## config.mk

```make
export PLATFORM = sky130hd
export DESIGN_NAME = power_mode_control_flat
export DESIGN_NICKNAME = d
export VERILOG_FILES = /design/src/rtl/pwr_pkg.sv /design/src/rtl/pwr_if.sv /design/src/rtl/power_mode_control.sv /design/src/flat_wrapper.sv
export VERILOG_INCLUDE_DIRS = /design/src /design/src/rtl
export SDC_FILE = /design/constraint.sdc
export NUM_CORES = 1
export LEC_CHECK = 0
export ABC_AREA = 1
export ABC_CLOCK_PERIOD_IN_PS = 4600
export BUFFER_PORTS_ARGS = -buffer_cell sky130_fd_sc_hd__buf_2
export CORE_ASPECT_RATIO = 1.1
export CORE_MARGIN = 8
export CORE_UTILIZATION = 56
export DETAILED_ROUTE_END_ITERATION = 8
export GPL_TIMING_DRIVEN = 0
export PLACE_DENSITY = 0.85
export SLEW_MARGIN = 20
export SYNTH_ARGS = -nofsm -noshare
export SYNTH_HDL_FRONTEND = slang
export SYNTH_SLANG_ARGS = --single-unit
```

## constraint.sdc

```tcl
create_clock -name SYS_CLK -period 4.6 [get_ports SYS_CLK]
set_input_delay 0.46 -clock SYS_CLK [delete_from_list [all_inputs] [get_ports SYS_CLK]]
set_output_delay 0.46 -clock SYS_CLK [all_outputs]
set_load 0.02 [all_outputs]
```

## src/rtl/pwr_regs.svh

```systemverilog
`ifndef PWR_REGS_SVH
`define PWR_REGS_SVH
`define PCTL_ADDR          8'h87
`define PCTL_RESET         8'h00
`define PCTL_BAUD_DOUBLE   7
`define PCTL_AUX_RAM_DIS   6
`define PCTL_STROBE_SUPP   5
`define PCTL_WD_LOAD_EN    4
`define PCTL_GFLAG1        3
`define PCTL_GFLAG0        2
`define PCTL_POWER_DOWN    1
`define PCTL_IDLE          0
`define WD_RESTART_CYCLES  3
`define HF_RESET_CYCLES    24
`define CLK_PERIOD_NS      40
`define PLL_RESET_MIN_NS   1000
`define PLL_RESET_MAX_NS   10000000
`define PLL_RESTART_MS     63
`endif

```

## src/rtl/pwr_pkg.sv

```systemverilog
package pwr_pkg;
	typedef enum logic [1:0] {
		MODE_RUN   = 2'b00,
		MODE_IDLE  = 2'b01,
		MODE_PDOWN = 2'b11,
		MODE_WAKE  = 2'b10
	} mode_t;
endpackage

```

## src/rtl/pwr_if.sv

```systemverilog
`timescale 1ns/1ns
interface pwr_if;
	logic       sfr_wr;
	logic [7:0] sfr_addr;
	logic [7:0] sfr_wdata;
	logic [7:0] sfr_rdata;
	logic       wd_counter_load;
	logic       watchdog_enable_pin_n;
	logic       osc_source_select;
	logic       keep_slow_osc;
	logic       irq_in_service_block;
	logic       ext_irq0_wake;
	logic       ext_irq1_wake;
	logic       seconds_wake;
	logic       wake_irq_taken;
	logic       watchdog_reset;
	logic       core_halted;
	logic       idle_mode;
	logic       pdown_mode;
	modport device (
		input  sfr_wr, sfr_addr, sfr_wdata, wd_counter_load, watchdog_enable_pin_n, osc_source_select,
		       keep_slow_osc, irq_in_service_block, ext_irq0_wake, ext_irq1_wake, seconds_wake,
		       wake_irq_taken, watchdog_reset,
		output sfr_rdata, core_halted, idle_mode, pdown_mode
	);
	modport core (
		output sfr_wr, sfr_addr, sfr_wdata, wd_counter_load, watchdog_enable_pin_n, osc_source_select,
		       keep_slow_osc, irq_in_service_block, ext_irq0_wake, ext_irq1_wake, seconds_wake,
		       wake_irq_taken, watchdog_reset,
		input  sfr_rdata, core_halted, idle_mode, pdown_mode
	);
endinterface

```

## src/rtl/power_mode_control.sv

```systemverilog
`timescale 1ns/1ns
`include "pwr_regs.svh"
// Overview of operation
// - baud_double set doubles UART baud rate
// - aux_ram_disable routes data moves external
// - strobe_suppress stops strobe; reset clears it
// - Watchdog load enable cleared on counter load
// - power_down_bit accepted only when pin high
// - idle_bit write halts core into Idle
// - Register at 87H, resets to zero
// - Peripherals stay clocked during Idle
// - Idle entry resets timer2, PWM, ADC
// - Power-down halts clocks; slow osc optional
// - Strobes high Idle, low Power-down
// - I2C pins driven in Idle only if enabled
// - Core state frozen during Idle
// - Enabled interrupt clears idle_bit, exits Idle
// - External reset held 24 oscillator periods
// - PLL reset 1us to 10ms; restart 63ms
// - Watchdog reset ends Idle, restart 3 cycles
// - Power-down refused while watchdog enabled
// - Power-down ends by reset or wake irq
// - Port 2 restored from latch in Power-down with external program memory
// - Blocked wake moves Power-down into Idle
// - Wake needs enabled level-sensitive irq held
// - Seconds flag ORed onto ext_irq1 request
module power_mode_control #(
	parameter int RESTART_CYCLES = `PLL_RESTART_MS * 1000000 / `CLK_PERIOD_NS
) (
	input  wire logic SYS_CLK,
	input  wire logic RESETN,
	pwr_if.device     BUS,
	input  wire logic I2C_ENABLE,
	input  wire logic EXT_PROGRAM_MEM,
	input  wire logic EXT_IRQ1_PIN_N,
	input  wire logic SECONDS_FLAG,
	input  wire logic SECONDS_IRQ_EN,
	output logic      BAUD_DOUBLE,
	output logic      AUX_RAM_DISABLE,
	output logic      STROBE_SUPPRESS,
	output logic      GENERAL_FLAG_1,
	output logic      GENERAL_FLAG_0,
	output logic      CORE_CLK_EN,
	output logic      PERIPH_CLK_EN,
	output logic      SLOW_OSC_RUN,
	output logic      HF_OSC_RUN,
	output logic      IDLE_PERIPH_RESET,
	output logic      STROBE_FORCE_EN,
	output logic      STROBE_FORCE_VAL,
	output logic      PWM_FORCE_HIGH,
	output logic      I2C_PINS_HIGHZ,
	output logic      PORT2_FROM_LATCH,
	output logic      PORT0_FLOAT,
	output logic      EXT_IRQ1_REQ_N,
	output logic      RESTART_HOLD
);
	logic [7:0]           ctl_q, ctl_d;
	pwr_pkg::mode_t       mode_q, mode_d;
	logic                 idle_entry_q, idle_entry_d;
	logic [25:0]          restart_q, restart_d;
	logic                 wake_req;
	logic                 reg_wr;

	assign reg_wr   = BUS.sfr_wr && BUS.sfr_addr == `PCTL_ADDR;
	assign wake_req = BUS.ext_irq0_wake || BUS.ext_irq1_wake || BUS.seconds_wake;

	always_comb begin
		ctl_d        = ctl_q;
		mode_d       = mode_q;
		idle_entry_d = 1'b0;
		restart_d    = (restart_q != 26'h0) ? restart_q - 26'h1 : 26'h0;
		if (reg_wr) begin
			ctl_d = BUS.sfr_wdata;
			if (!BUS.watchdog_enable_pin_n)
				ctl_d[`PCTL_POWER_DOWN] = ctl_q[`PCTL_POWER_DOWN];
		end
		if (BUS.wd_counter_load)
			ctl_d[`PCTL_WD_LOAD_EN] = 1'b0;
		case (mode_q)
			pwr_pkg::MODE_RUN: begin
				// Write of idle bit halts core
				if (reg_wr && ctl_d[`PCTL_POWER_DOWN])
					mode_d = pwr_pkg::MODE_PDOWN;
				else if (reg_wr && ctl_d[`PCTL_IDLE]) begin
					mode_d       = pwr_pkg::MODE_IDLE;
					idle_entry_d = 1'b1;
				end
			end
			pwr_pkg::MODE_IDLE: begin
				if (BUS.wake_irq_taken && !BUS.irq_in_service_block) begin
					ctl_d[`PCTL_IDLE] = 1'b0;
					mode_d            = pwr_pkg::MODE_RUN;
				end
			end
			pwr_pkg::MODE_PDOWN: begin
				if (wake_req) begin
					ctl_d[`PCTL_POWER_DOWN] = 1'b0;
					mode_d                  = pwr_pkg::MODE_WAKE;
				end
			end
			pwr_pkg::MODE_WAKE: begin
				if (BUS.irq_in_service_block) begin
					ctl_d[`PCTL_IDLE] = 1'b1;
					mode_d            = pwr_pkg::MODE_IDLE;
					idle_entry_d      = 1'b1;
				end else
					mode_d = pwr_pkg::MODE_RUN;
			end
			default: mode_d = pwr_pkg::MODE_RUN;
		endcase
		// Watchdog reset ends Idle, short restart
		if (BUS.watchdog_reset) begin
			ctl_d     = `PCTL_RESET;
			mode_d    = pwr_pkg::MODE_RUN;
			restart_d = 26'(`WD_RESTART_CYCLES);
		end
	end

	always_ff @(posedge SYS_CLK) begin
		if (!RESETN) begin
			ctl_q        <= `PCTL_RESET;
			mode_q       <= pwr_pkg::MODE_RUN;
			idle_entry_q <= 1'b0;
			restart_q    <= BUS.osc_source_select ? 26'h0 : 26'(RESTART_CYCLES);
		end else begin
			ctl_q        <= ctl_d;
			mode_q       <= mode_d;
			idle_entry_q <= idle_entry_d;
			restart_q    <= restart_d;
		end
	end

	assign BAUD_DOUBLE     = ctl_q[`PCTL_BAUD_DOUBLE];
	assign AUX_RAM_DISABLE = ctl_q[`PCTL_AUX_RAM_DIS];
	assign STROBE_SUPPRESS = ctl_q[`PCTL_STROBE_SUPP];
	assign GENERAL_FLAG_1  = ctl_q[`PCTL_GFLAG1];
	assign GENERAL_FLAG_0  = ctl_q[`PCTL_GFLAG0];
	assign BUS.sfr_rdata   = ctl_q;
	assign BUS.idle_mode   = mode_q == pwr_pkg::MODE_IDLE;
	assign BUS.pdown_mode  = mode_q == pwr_pkg::MODE_PDOWN;
	// Core frozen in any low-power mode
	assign BUS.core_halted = mode_q != pwr_pkg::MODE_RUN || restart_q != 26'h0;
	assign CORE_CLK_EN     = !BUS.core_halted;
	assign PERIPH_CLK_EN   = mode_q != pwr_pkg::MODE_PDOWN;
	assign HF_OSC_RUN      = BUS.osc_source_select && mode_q != pwr_pkg::MODE_PDOWN;
	assign SLOW_OSC_RUN    = !BUS.osc_source_select && (mode_q != pwr_pkg::MODE_PDOWN || BUS.keep_slow_osc);
	// One-cycle reset pulse on Idle entry
	assign IDLE_PERIPH_RESET = idle_entry_q;
	assign STROBE_FORCE_EN  = mode_q == pwr_pkg::MODE_IDLE || mode_q == pwr_pkg::MODE_PDOWN;
	assign STROBE_FORCE_VAL = mode_q == pwr_pkg::MODE_IDLE;
	assign PWM_FORCE_HIGH   = STROBE_FORCE_EN;
	assign PORT0_FLOAT      = STROBE_FORCE_EN && EXT_PROGRAM_MEM;
	// I2C pins float in Power-down, and in Idle unless enabled
	assign I2C_PINS_HIGHZ   = mode_q == pwr_pkg::MODE_PDOWN || (mode_q == pwr_pkg::MODE_IDLE && !I2C_ENABLE);
	// Port 2 shows latch in Power-down with external program memory
	assign PORT2_FROM_LATCH = mode_q == pwr_pkg::MODE_PDOWN && EXT_PROGRAM_MEM;
	assign EXT_IRQ1_REQ_N   = EXT_IRQ1_PIN_N && !(SECONDS_FLAG && SECONDS_IRQ_EN);
	assign RESTART_HOLD     = restart_q != 26'h0;
endmodule

```

## src/flat_wrapper.sv

```systemverilog
// flat-port wrapper written by rule: the top's interface ports become plain ports
module power_mode_control_flat 
#(
	parameter int RESTART_CYCLES = `PLL_RESTART_MS * 1000000 / `CLK_PERIOD_NS
)
  (SYS_CLK, RESETN, I2C_ENABLE, EXT_PROGRAM_MEM, EXT_IRQ1_PIN_N, SECONDS_FLAG, SECONDS_IRQ_EN, BAUD_DOUBLE, AUX_RAM_DISABLE, STROBE_SUPPRESS, GENERAL_FLAG_1, GENERAL_FLAG_0, CORE_CLK_EN, PERIPH_CLK_EN, SLOW_OSC_RUN, HF_OSC_RUN, IDLE_PERIPH_RESET, STROBE_FORCE_EN, STROBE_FORCE_VAL, PWM_FORCE_HIGH, I2C_PINS_HIGHZ, PORT2_FROM_LATCH, PORT0_FLOAT, EXT_IRQ1_REQ_N, RESTART_HOLD, BUS_sfr_wr, BUS_sfr_addr, BUS_sfr_wdata, BUS_wd_counter_load, BUS_watchdog_enable_pin_n, BUS_osc_source_select, BUS_keep_slow_osc, BUS_irq_in_service_block, BUS_ext_irq0_wake, BUS_ext_irq1_wake, BUS_seconds_wake, BUS_wake_irq_taken, BUS_watchdog_reset, BUS_sfr_rdata, BUS_core_halted, BUS_idle_mode, BUS_pdown_mode);
  pwr_if BUS_i ();
  input  wire logic SYS_CLK;
  input  wire logic RESETN;
  input  wire logic I2C_ENABLE;
  input  wire logic EXT_PROGRAM_MEM;
  input  wire logic EXT_IRQ1_PIN_N;
  input  wire logic SECONDS_FLAG;
  input  wire logic SECONDS_IRQ_EN;
  output logic BAUD_DOUBLE;
  output logic AUX_RAM_DISABLE;
  output logic STROBE_SUPPRESS;
  output logic GENERAL_FLAG_1;
  output logic GENERAL_FLAG_0;
  output logic CORE_CLK_EN;
  output logic PERIPH_CLK_EN;
  output logic SLOW_OSC_RUN;
  output logic HF_OSC_RUN;
  output logic IDLE_PERIPH_RESET;
  output logic STROBE_FORCE_EN;
  output logic STROBE_FORCE_VAL;
  output logic PWM_FORCE_HIGH;
  output logic I2C_PINS_HIGHZ;
  output logic PORT2_FROM_LATCH;
  output logic PORT0_FLOAT;
  output logic EXT_IRQ1_REQ_N;
  output logic RESTART_HOLD;
  input wire logic [$bits(BUS_i.sfr_wr)-1:0] BUS_sfr_wr;
  input wire logic [$bits(BUS_i.sfr_addr)-1:0] BUS_sfr_addr;
  input wire logic [$bits(BUS_i.sfr_wdata)-1:0] BUS_sfr_wdata;
  input wire logic [$bits(BUS_i.wd_counter_load)-1:0] BUS_wd_counter_load;
  input wire logic [$bits(BUS_i.watchdog_enable_pin_n)-1:0] BUS_watchdog_enable_pin_n;
  input wire logic [$bits(BUS_i.osc_source_select)-1:0] BUS_osc_source_select;
  input wire logic [$bits(BUS_i.keep_slow_osc)-1:0] BUS_keep_slow_osc;
  input wire logic [$bits(BUS_i.irq_in_service_block)-1:0] BUS_irq_in_service_block;
  input wire logic [$bits(BUS_i.ext_irq0_wake)-1:0] BUS_ext_irq0_wake;
  input wire logic [$bits(BUS_i.ext_irq1_wake)-1:0] BUS_ext_irq1_wake;
  input wire logic [$bits(BUS_i.seconds_wake)-1:0] BUS_seconds_wake;
  input wire logic [$bits(BUS_i.wake_irq_taken)-1:0] BUS_wake_irq_taken;
  input wire logic [$bits(BUS_i.watchdog_reset)-1:0] BUS_watchdog_reset;
  output wire logic [$bits(BUS_i.sfr_rdata)-1:0] BUS_sfr_rdata;
  output wire logic [$bits(BUS_i.core_halted)-1:0] BUS_core_halted;
  output wire logic [$bits(BUS_i.idle_mode)-1:0] BUS_idle_mode;
  output wire logic [$bits(BUS_i.pdown_mode)-1:0] BUS_pdown_mode;
  assign BUS_i.sfr_wr = BUS_sfr_wr;
  assign BUS_i.sfr_addr = BUS_sfr_addr;
  assign BUS_i.sfr_wdata = BUS_sfr_wdata;
  assign BUS_i.wd_counter_load = BUS_wd_counter_load;
  assign BUS_i.watchdog_enable_pin_n = BUS_watchdog_enable_pin_n;
  assign BUS_i.osc_source_select = BUS_osc_source_select;
  assign BUS_i.keep_slow_osc = BUS_keep_slow_osc;
  assign BUS_i.irq_in_service_block = BUS_irq_in_service_block;
  assign BUS_i.ext_irq0_wake = BUS_ext_irq0_wake;
  assign BUS_i.ext_irq1_wake = BUS_ext_irq1_wake;
  assign BUS_i.seconds_wake = BUS_seconds_wake;
  assign BUS_i.wake_irq_taken = BUS_wake_irq_taken;
  assign BUS_i.watchdog_reset = BUS_watchdog_reset;
  assign BUS_sfr_rdata = BUS_i.sfr_rdata;
  assign BUS_core_halted = BUS_i.core_halted;
  assign BUS_idle_mode = BUS_i.idle_mode;
  assign BUS_pdown_mode = BUS_i.pdown_mode;
  power_mode_control #(.RESTART_CYCLES(RESTART_CYCLES)) u_core (.SYS_CLK(SYS_CLK), .RESETN(RESETN), .BUS(BUS_i), .I2C_ENABLE(I2C_ENABLE), .EXT_PROGRAM_MEM(EXT_PROGRAM_MEM), .EXT_IRQ1_PIN_N(EXT_IRQ1_PIN_N), .SECONDS_FLAG(SECONDS_FLAG), .SECONDS_IRQ_EN(SECONDS_IRQ_EN), .BAUD_DOUBLE(BAUD_DOUBLE), .AUX_RAM_DISABLE(AUX_RAM_DISABLE), .STROBE_SUPPRESS(STROBE_SUPPRESS), .GENERAL_FLAG_1(GENERAL_FLAG_1), .GENERAL_FLAG_0(GENERAL_FLAG_0), .CORE_CLK_EN(CORE_CLK_EN), .PERIPH_CLK_EN(PERIPH_CLK_EN), .SLOW_OSC_RUN(SLOW_OSC_RUN), .HF_OSC_RUN(HF_OSC_RUN), .IDLE_PERIPH_RESET(IDLE_PERIPH_RESET), .STROBE_FORCE_EN(STROBE_FORCE_EN), .STROBE_FORCE_VAL(STROBE_FORCE_VAL), .PWM_FORCE_HIGH(PWM_FORCE_HIGH), .I2C_PINS_HIGHZ(I2C_PINS_HIGHZ), .PORT2_FROM_LATCH(PORT2_FROM_LATCH), .PORT0_FLOAT(PORT0_FLOAT), .EXT_IRQ1_REQ_N(EXT_IRQ1_REQ_N), .RESTART_HOLD(RESTART_HOLD));
endmodule
```

# --- Word level (Yosys, flattened, before mapping) ---
# Cells that the tools add are included.
op_classes:
  n_reduce_logical: 28
  n_addsub: 1
  eq_ne: 8
  n_bitwise: 1
  mux: 21
op_table:
  columns: ["cell", "n"]
  rows:
  - ["$mux W26", 3]
  - ["$reduce_bool A26 Y1", 1]
  - ["$sub A26 B1 Y26 const B", 1]
  - ["$mux W21", 1]
  - ["$logic_and A1 B1 Y1", 11]
  - ["$mux W2", 5]
  - ["$mux W1", 9]
  - ["$eq A8 B8 Y1 const B", 1]
  - ["$pmux W2 S4", 1]
  - ["$logic_or A1 B1 Y1", 6]
  - ["$logic_not A1 Y1", 5]
  - ["$eq A2 B2 Y1 const B", 2]
  - ["$ne A2 B1 Y1 const B", 2]
  - ["$pmux W1 S2", 2]
  - ["$ne A3 B1 Y1 const B", 1]
  - ["$reduce_and A3 Y1", 1]
  - ["$reduce_or A3 Y1", 1]
  - ["$eq A2 B1 Y1 const B", 1]
  - ["$logic_not A2 Y1", 1]
  - ["$ne A2 B2 Y1 const B", 1]
  - ["$reduce_bool A2 Y1", 1]
  - ["$reduce_or A2 Y1", 1]
  - ["$not A1 Y1", 1]
word_totals:
  input_bits: 34
  regBits: 37
  out_inout_bits: 29

# --- Logic depth before layout (Yosys ltp) ---
# Gate-level depths: netlist of run 1.
depth:
  word_depth: 7
  mapped_depth: 10
  ltp_nobuf: 9

# --- Least setup slack after synthesis of run 1 ---
# Ideal clock, no wire load.
synth_path:
  path_type: "register -> output"
  start: "reg u_core.restart_q[0]"
  end: "out CORE_CLK_EN"
  path_slack_ns: 2.761
  arrival_time_ns: 1.379
  stages_incl_launch_ff: 9
  required_time_ns: 4.140
  cell_sequence: "dfxtp_1 inv_1 ha_1 inv_1 nor2_1 nand3_2 nor2_8 nand2_1 inv_1"
synth_via:
  elab_chain_len: 3
synth_rtl:
  columns: ["element", "line_no", "rtl"]
  rows:
  - ["start, declared", "power_mode_control.sv:60", "logic [25:0] restart_q, restart_d;"]
  - ["start signal, assigned", "power_mode_control.sv:124", "restart_q <= BUS.osc_source_select ? 26'h0 : 26'(RESTART_CYCLES);"]
  - ["start signal, assigned", "power_mode_control.sv:129", "restart_q <= restart_d;"]
  - ["$reduce_bool A26 Y1", "power_mode_control.sv:142", "assign BUS.core_halted = mode_q != pwr_pkg::MODE_RUN || restart_q != 26'h0;"]
  - ["$logic_or A1 B1 Y1", "power_mode_control.sv:142", null]
  - ["net BUS_core_halted", "flat_wrapper.sv:47", "output wire logic [$bits(BUS_i.core_halted)-1:0] BUS_core_halted;"]
  - ["$logic_not A1 Y1", "power_mode_control.sv:143", "assign CORE_CLK_EN = !BUS.core_halted;"]
  - ["end, declared", "flat_wrapper.sv:20", "output logic CORE_CLK_EN;"]
# The timed path passes the listed nets, and every way through them passes these cells.

# --- Final worst setup path of run 1 ---
layout_path:
  start: "reg u_core.restart_q[0]"
  end: "out CORE_CLK_EN"
layout_via:
  elab_chain_len: 3
layout_rtl:
  columns: ["element", "line_no"]
  rows:
  - ["$reduce_bool A26 Y1", "power_mode_control.sv:142"]
  - ["$logic_or A1 B1 Y1", "power_mode_control.sv:142"]
  - ["$logic_not A1 Y1", "power_mode_control.sv:143"]
# No other way between the ends.

==> key figures, run 1 <==
Outcome
  – Outcome: completed

Synth
  – Adder-cell share of the synthesized area: 0.03401
  – XOR/XNOR Fraction of Synth Area: 0.03571
  – Main synth FF type: dfxtp_1
  – Synth cell types: 34
  – Cell Area, Synth: 2207 µm²
  – Leading area contributor after synthesis: dfxtp_1
  – Seq cells post-synth: 37
  – Synth top area cells: dfxtp_1 34%, nand2_1 10%, inv_1 7.0%
  – Register area share after synthesis: 0.3356
  – Yosys top cell area share: 0.3356
  – Fraction of the mapped netlist area in simple logic gates: 0.3770
  – Post-synth ARST share: 0
  – Mux cell area share after synthesis: 0
  – Synth Area in Compound Gates: 0.1083
  – Ys Warns: 0
  – Post-Syn Nets: 346
  – Post-synth EDFFs: 0
  – Post-Syn Area per Cell: 7.213 µm²
  – Cells after Synth: 306
  – Largest family of logic cells by synthesized area: simple AND/OR/NAND/NOR gates

Setup path
  – Startpoint Class: flip-flop
  – Most used cell along the critical path: inv_1
  – Crit-path slowest cell: dfxtp_1
  – Critical path type: flip-flop to primary output
  – Largest fanout on the critical path: 6
  – Critical Path End Type: primary output
  – CP cell instances: inv_1 > ha_1 > inv_1 > nor2_1 > nand3_2 > nor2_8 > nand2_1 > inv_1 > buf_2
  – Crit path from: u_core.restart_q[0]
  – Max incr delay on CP: 0.30 ns
  – Required @ worst endpoint: 4.14 ns
  – Worst r2r src: u_core.restart_q[0]
  – CP arrival: 1.69 ns

Placement
  – GPL Wtd Cong: 0.8514
  – Pre-CTS setup slack: 2.753 ns
  – PortBufs: 62
  – Post-Place Cell Area: 2582 µm²
  – Post-DP HPWL: 4148 µm

Routing
  – DR vias: 2134
  – ANT nets after route: 0
  – Drt total wl: 5106 µm
  – Initial DRC count: 91
  – Wirelength per Cell: 11.93 µm
  – Remaining DRCs: 0
  – DRT Pass-1 Iters: 4
  – Number of vias per cell: 4.986

Min path
  – Hold Path Class: primary input to flip-flop
  – Hold path startpoint: BUS_sfr_wdata[4]

STA
  – Worst Skew: 0.004930 ns
  – Slew @ Worst Pin: 0.3714 ns
  – Tmin final: 2.149 ns
  – Max Fclk: 0.4652 GHz
  – Setup TNS: 0 ns
  – Fin. max-slew vios: 0
  – Setup-failing EPs final: 0
  – Final worst slack: 2.451 ns
  – Period utilisation layout: 0.4673
  – Normalized max-slew margin: 0.7524
  – Unrepaired setup endpoints after global routing: false
  – Final hold violations: 0

Power and ir drop
  – Pint: 498.1 µW
  – PD cells: 268.9 nW/µm²
  – Register share of total power: 0.480
  – NetSw: 218.0 µW
  – Switching Share: 0.3044
  – Combinational Power Share: 0.218
  – Worst VDD drop: 0.0001662 V
  – Clock power frac: 0.302
  – Leak: 0.001336 µW

Floorplanning
  – Initial Util: 0.5698
  – # rows: 24
  – Ports: 63
  – DIE HEIGHT: 81.85 µm
  – Die X: 75.86 µm
  – Core ar.: 3874 µm²
  – Total die area: 6209 µm²

Layout
  – Diodes inserted: 0
  – Fraction of layout cells with a size suffix above 1: 0.2899
  – Post-route cell area: 2663 µm²
  – Area grow syn2layout: 20.63%
  – Final Util: 0.6873
  – Commonest non-fill, non-tap cell in the layout: buf_2
  – Commonest cells after routing, fill and taps aside: 62 x buf_2, 59 x nand2_1, 41 x inv_1
  – Layout net count: 415

Global routing
  – Largest net degree at the start of global routing: 11
  – Total gr overflow: 0
  – Total GRT Usage: 0.1739
  – Antenna violations before repair: 0
  – Vias in the first global route: 2100
  – First-pass GRT wire length: 8535 µm

Clocking
  – CTS buffer count: 5
  – Clock Pin Slew Worst Setup and Hold Paths: 0.07 ns
  – Worst-Skew Late Latency: 0.29 ns
  – CTS Buffer Depth: 2
  – Postcts setup bufs: 0
  – H-Tree Depth: 2
  – PostCTS Resize Cnt: 0
  – Clock root buffer: clkbuf_8
  – TritonCTS clock tree: done
  – Clock sinks: 37
  – Cts hold-fix bufs: 0

Run
  – Max capacitance violation total: 0
-- stage by stage --
stage,cells,total power (µW),hold slack [ns]
5_1_grt,428,752.4,0.4089
6_report,428,716.1,0.4118
2_1_floorplan,306,468.0,0.4506
4_1_cts,428,722.2,0.4109
3_3_place_gp,420,502.0,0.4464
3_5_place_dp,420,506.6,0.4553
-- cells in the mapped netlist (2+ instances only) --
master and count:
nor2_4 6, xor2_1 6, inv_1 41, nand2_4 4
inv_2 3, o21a_1 3, o21ai_0 14, buf_4 7
nand2_1 59, nand4_1 7, nor2_2 7, a21oi_2 2
nand3_1 18, nor3_1 5, ha_1 6, nor2_1 38
nand3b_1 2, a21oi_1 18, nor2_8 4, xnor2_1 3
nand2_2 4, dfxtp_1 37
-- power groups by stage --
stage          clock [µW]  sequential, µW  combinational (µW)
5_1_grt               233             345                 175
4_1_cts               221             344                 157
3_5_place_dp            0             351                 156
6_report              216             344                 156
3_3_place_gp            0             350                 152
2_1_floorplan           0             349                 119
-- flip-flops by register name (all words and copies together) (netlist names) --
register	cells
u_core.BUS.sfr_rdata	8
u_core.IDLE_PERIPH_RESET	1
u_core.mode_q	2
u_core.restart_q	26
-- per-layer routing --
metal  vias up  part of all wire  track usage
met5         -                 0            0
met4         0             0.024      0.08846
met3        13             0.036      0.03907
met2        50              0.52       0.3042
met1       963              0.42       0.1903
li1       1108                 -            -
-- area by class of cell --
| cell class | count | area, µm² |
|---|---|---|
| Buffer | 9 | 67.56 |
| Clock buffer | 8 | 80.08 |
| Fill cell | 348 | 1211 |
| Inverter | 45 | 173.9 |
| Multi-Input combinational cell | 215 | 1225 |
| Sequential cell | 37 | 740.7 |
| Tap cell | 52 | 65.06 |
| Timing Repair Buffer | 62 | 310.3 |
-- path summary, 6_finish.rpt --
| path | slack (ns) | cells after the start | to |
|---|---|---|---|
| hold reg to reg | 0.46 | 2 | u_core.BUS.sfr_rdata[6] |
| setup reg to reg | 2.87 | 9 | u_core.restart_q[14] |
| hold / removal | 0.41 | 2 | u_core.BUS.sfr_rdata[4] |
| setup / recovery | 2.45 | 9 | CORE_CLK_EN |
-- critical path, delay by kind of cell (launching register included) --
kind	cells	cell delay, ns
AND/OR/NAND/NOR	4	0.51
flip-flops	1	0.30
buffers and inverters	4	0.40
adder cells (fa/ha/maj)	1	0.19
-- logic make-up after synthesis --
| logic type | after synthesis |
|---|---|
| fa+ha+maj | 6 |
| compound gates | 42 |
| flops | 37 |
| buf+inv | 54 |
| xor+xnor | 9 |
| simple gates | 158 |
Power figures use the tool's default switching activity.
==> inputs of run 2 (changes only) <==
--- a/config.mk
+++ b/config.mk
@@ -7,14 +7,14 @@
 export NUM_CORES = 1
 export LEC_CHECK = 0
 export ABC_AREA = 1
-export ABC_CLOCK_PERIOD_IN_PS = 4600
+export ABC_CLOCK_PERIOD_IN_PS = 2100
 export BUFFER_PORTS_ARGS = -buffer_cell sky130_fd_sc_hd__buf_2
 export CORE_ASPECT_RATIO = 1.1
 export CORE_MARGIN = 8
-export CORE_UTILIZATION = 56
+export CORE_UTILIZATION = 52
 export DETAILED_ROUTE_END_ITERATION = 8
 export GPL_TIMING_DRIVEN = 0
-export PLACE_DENSITY = 0.85
+export PLACE_DENSITY = 0.8
 export SLEW_MARGIN = 20
 export SYNTH_ARGS = -nofsm -noshare
 export SYNTH_HDL_FRONTEND = slang
==> constraint.sdc (replaced) <==
create_clock -name SYS_CLK -period 2.1 [get_ports SYS_CLK]
set_input_delay 0.21 -clock SYS_CLK [delete_from_list [all_inputs] [get_ports SYS_CLK]]
set_output_delay 0.21 -clock SYS_CLK [all_outputs]
set_load 0.02 [all_outputs]
==> run 2 against run 1 <==
Against the previous run:
- final area rose by 0.33%
- die area rose by 6.1%
- register-to-register slack got worse by 2.4 ns
- critical path depth did not move
- sequential cell count did not move
- wire length rose by 2.0%
- critical endpoint unchanged
- clock power rose by 130%
- sequential power rose by 120%
==> key figures, run 2 (synthesis gave the netlist of run 1 again) <==
STA
  – Worst Skew: 0.006588 ns (was 0.004930 ns)
  – Hold WS: 0.1840 ns (was 0.4118 ns)
  – Unrepaired setup endpoints after global routing: false (unchanged)
  – Slew @ Worst Pin: 0.3568 ns (was 0.3714 ns)
  – Fin. max-slew vios: 0 (unchanged)
  – Final hold violations: 0 (unchanged)
  – Period utilisation layout: 0.9067
  – Tmin final: 1.904 ns
  – Normalized max-slew margin: 0.7622 (was 0.7524)
  – Max Fclk: 0.5252 GHz
  – Setup TNS: 0 ns (unchanged)
  – Setup-failing EPs final: 0 (unchanged)

Setup path
  – Max incr delay on CP: 0.30 ns (about the same)
  – R2R Setup Slk: 0.44 ns (was 2.87 ns)
  – Startpoint Class: flip-flop (unchanged)
  – CP arrival: 1.69 ns (about the same)
  – Critical Path End Type: primary output (unchanged)
  – Required @ worst endpoint: 1.89 ns (was 4.14 ns)
  – Largest fanout on the critical path: 6 (unchanged)
  – Buf+Inv Stages, Crit Path: 4 (unchanged)
  – Critical path type: flip-flop to primary output (unchanged)
  – CP top delay family: simple AND/OR/NAND/NOR gates (unchanged)
  – Crit-path slowest cell: dfxtp_1 (unchanged)
  – Most used cell along the critical path: inv_1 (unchanged)
  – CP cell instances: inv_1 > ha_1 > inv_1 > nor2_1 > nand3_2 > nor2_8 > nand2_1 > inv_1 > buf_2 (unchanged)

Global routing
  – Largest net degree at the start of global routing: 11 (unchanged)
  – Antenna violations before repair: 0 (unchanged)
  – Total gr overflow: 0 (unchanged)
  – Vias in the first global route: 2201 (was 2100)
  – First-pass GRT wire length: 9135 µm (was 8535 µm)
  – Total GRT Usage: 0.1651 (was 0.1739)

Clocking
  – Clock sinks: 37 (unchanged)
  – Clock root buffer: clkbuf_8 (unchanged)
  – Clock Pin Slew Worst Setup and Hold Paths: 0.06 ns (was 0.07 ns)
  – Postcts setup bufs: 0 (unchanged)
  – Cts hold-fix bufs: 0 (unchanged)
  – CTS Buffer Depth: 2 (unchanged)
  – Worst-Skew Late Latency: 0.29 ns (about the same)
  – PostCTS Resize Cnt: 0 (unchanged)
  – CTS buffer count: 5 (unchanged)
  – H-Tree Depth: 2 (unchanged)
  – TritonCTS clock tree: done (unchanged)

Layout
  – Area grow syn2layout: 21.03% (was 20.63%)
  – FILL cells: 430 (was 348)
  – Commonest non-fill, non-tap cell in the layout: buf_2 (unchanged)
  – Commonest cells after routing, fill and taps aside: 62 x buf_2, 59 x nand2_1, 41 x inv_1 (unchanged)
  – Max FFs per register: 26 (unchanged)
  – Layout net count: 415 (unchanged)
  – Biggest register: u_core.restart_q (unchanged)
  – Fraction of layout cells with a size suffix above 1: 0.2933 (was 0.2899)
  – Diodes inserted: 0 (unchanged)

Floorplanning
  – Initial Util: 0.5266 (was 0.5698)
  – Ports: 63 (unchanged)
  – Total die area: 6587 µm² (was 6209 µm²)
  – DIE HEIGHT: 84.33 µm (was 81.85 µm)
  – # rows: 25 (was 24)
  – Core ar.: 4192 µm² (was 3874 µm²)
  – Die X: 78.12 µm (was 75.86 µm)

Routing
  – Remaining DRCs: 0 (unchanged)
  – DR vias: 2123 (was 2134)
  – Wirelength per Cell: 12.14 µm (was 11.93 µm)
  – Number of vias per cell: 4.949 (was 4.986)
  – Drt total wl: 5208 µm (was 5106 µm)
  – Initial DRC count: 116 (was 91)
  – DRT Pass-1 Iters: 4 (unchanged)
  – ANT nets after route: 0 (unchanged)

Placement
  – PortBufs: 62 (unchanged)
  – Post-DP HPWL: 4194 µm (was 4148 µm)
  – GPL Wtd Cong: 0.8329 (was 0.8514)

Outcome
  – Outcome: completed (unchanged)

Run
  – Max capacitance violation total: 0 (unchanged)

Power and ir drop
  – Overall power: 1599 µW (was 716.1 µW)
  – Leak: 0.001341 µW (was 0.001336 µW)
  – PD cells: 598.6 nW/µm² (was 268.9 nW/µm²)
  – Worst VDD drop: 0.0003560 V (was 0.0001662 V)

Min path
  – Hold Path Class: primary input to flip-flop (unchanged)
-- run 2: cell types whose count changed in the layout (fill, tap and decap cells not counted) --
cell,previous run,this run
clkbuf_1,4,2
clkbuf_8,5,6
-- run 2: layer usage --
| layer | share of wire | GRT usage |
|---|---|---|
| met1 | 0.42 | 0.1760 |
| met2 | 0.52 | 0.2964 |
| met3 | 0.042 | 0.05021 |
| met4 | 0.018 | 0.05734 |
| met5 | 0 | 0 |
-- run 2: path summary, 6_finish.rpt --
path                           start                       to  depth (start not counted)
max              u_core.restart_q[0]              CORE_CLK_EN                          9
min              BUS_wd_counter_load  u_core.BUS.sfr_rdata[4]                          3
max reg2reg      u_core.restart_q[0]     u_core.restart_q[14]                          9
min reg2reg  u_core.BUS.sfr_rdata[6]  u_core.BUS.sfr_rdata[6]                          2
-- run 2: stage by stage --
step | worst slack, ns | area, µm² | utilization | instances
after detailed placement | 0.4234 | 2585 | 0.6167 | 422
after global placement | 0.4598 | 2585 | 0.6167 | 422
after CTS | 0.1817 | 2671 | 0.6373 | 429
after global routing | 0.03593 | 2671 | 0.6373 | 429
after floorplan | 0.5109 | 2207 | - | 306
final | 0.1960 | 2671 | 0.6373 | 429
-- run 2: area by class of cell --
class                   count  area (µm²)  share of cell area
well taps                  54       67.56             0.02529
multi-input cells         215        1225              0.4585
inverters                  45       173.9             0.06511
flip-flops and latches     37       740.7              0.2773
clock buffers               7       86.33             0.03232
plain buffers               9       67.56             0.02529
repair buffers             62       310.3              0.1162
-- run 2: power by group --
group | switching (µW) | internal, µW | leakage [µW]
clock network | 242 | 260 | 0.0000443
registers | 26.7 | 727 | 0.000301
logic | 215 | 129 | 0.000996
total | 483 | 1120 | 0.00134
-- run 2: tightest hold or removal path, stage by stage --
cell and delay, ns:
buf_2 0.07, nor2_1 0.03, o211a_1 0.10
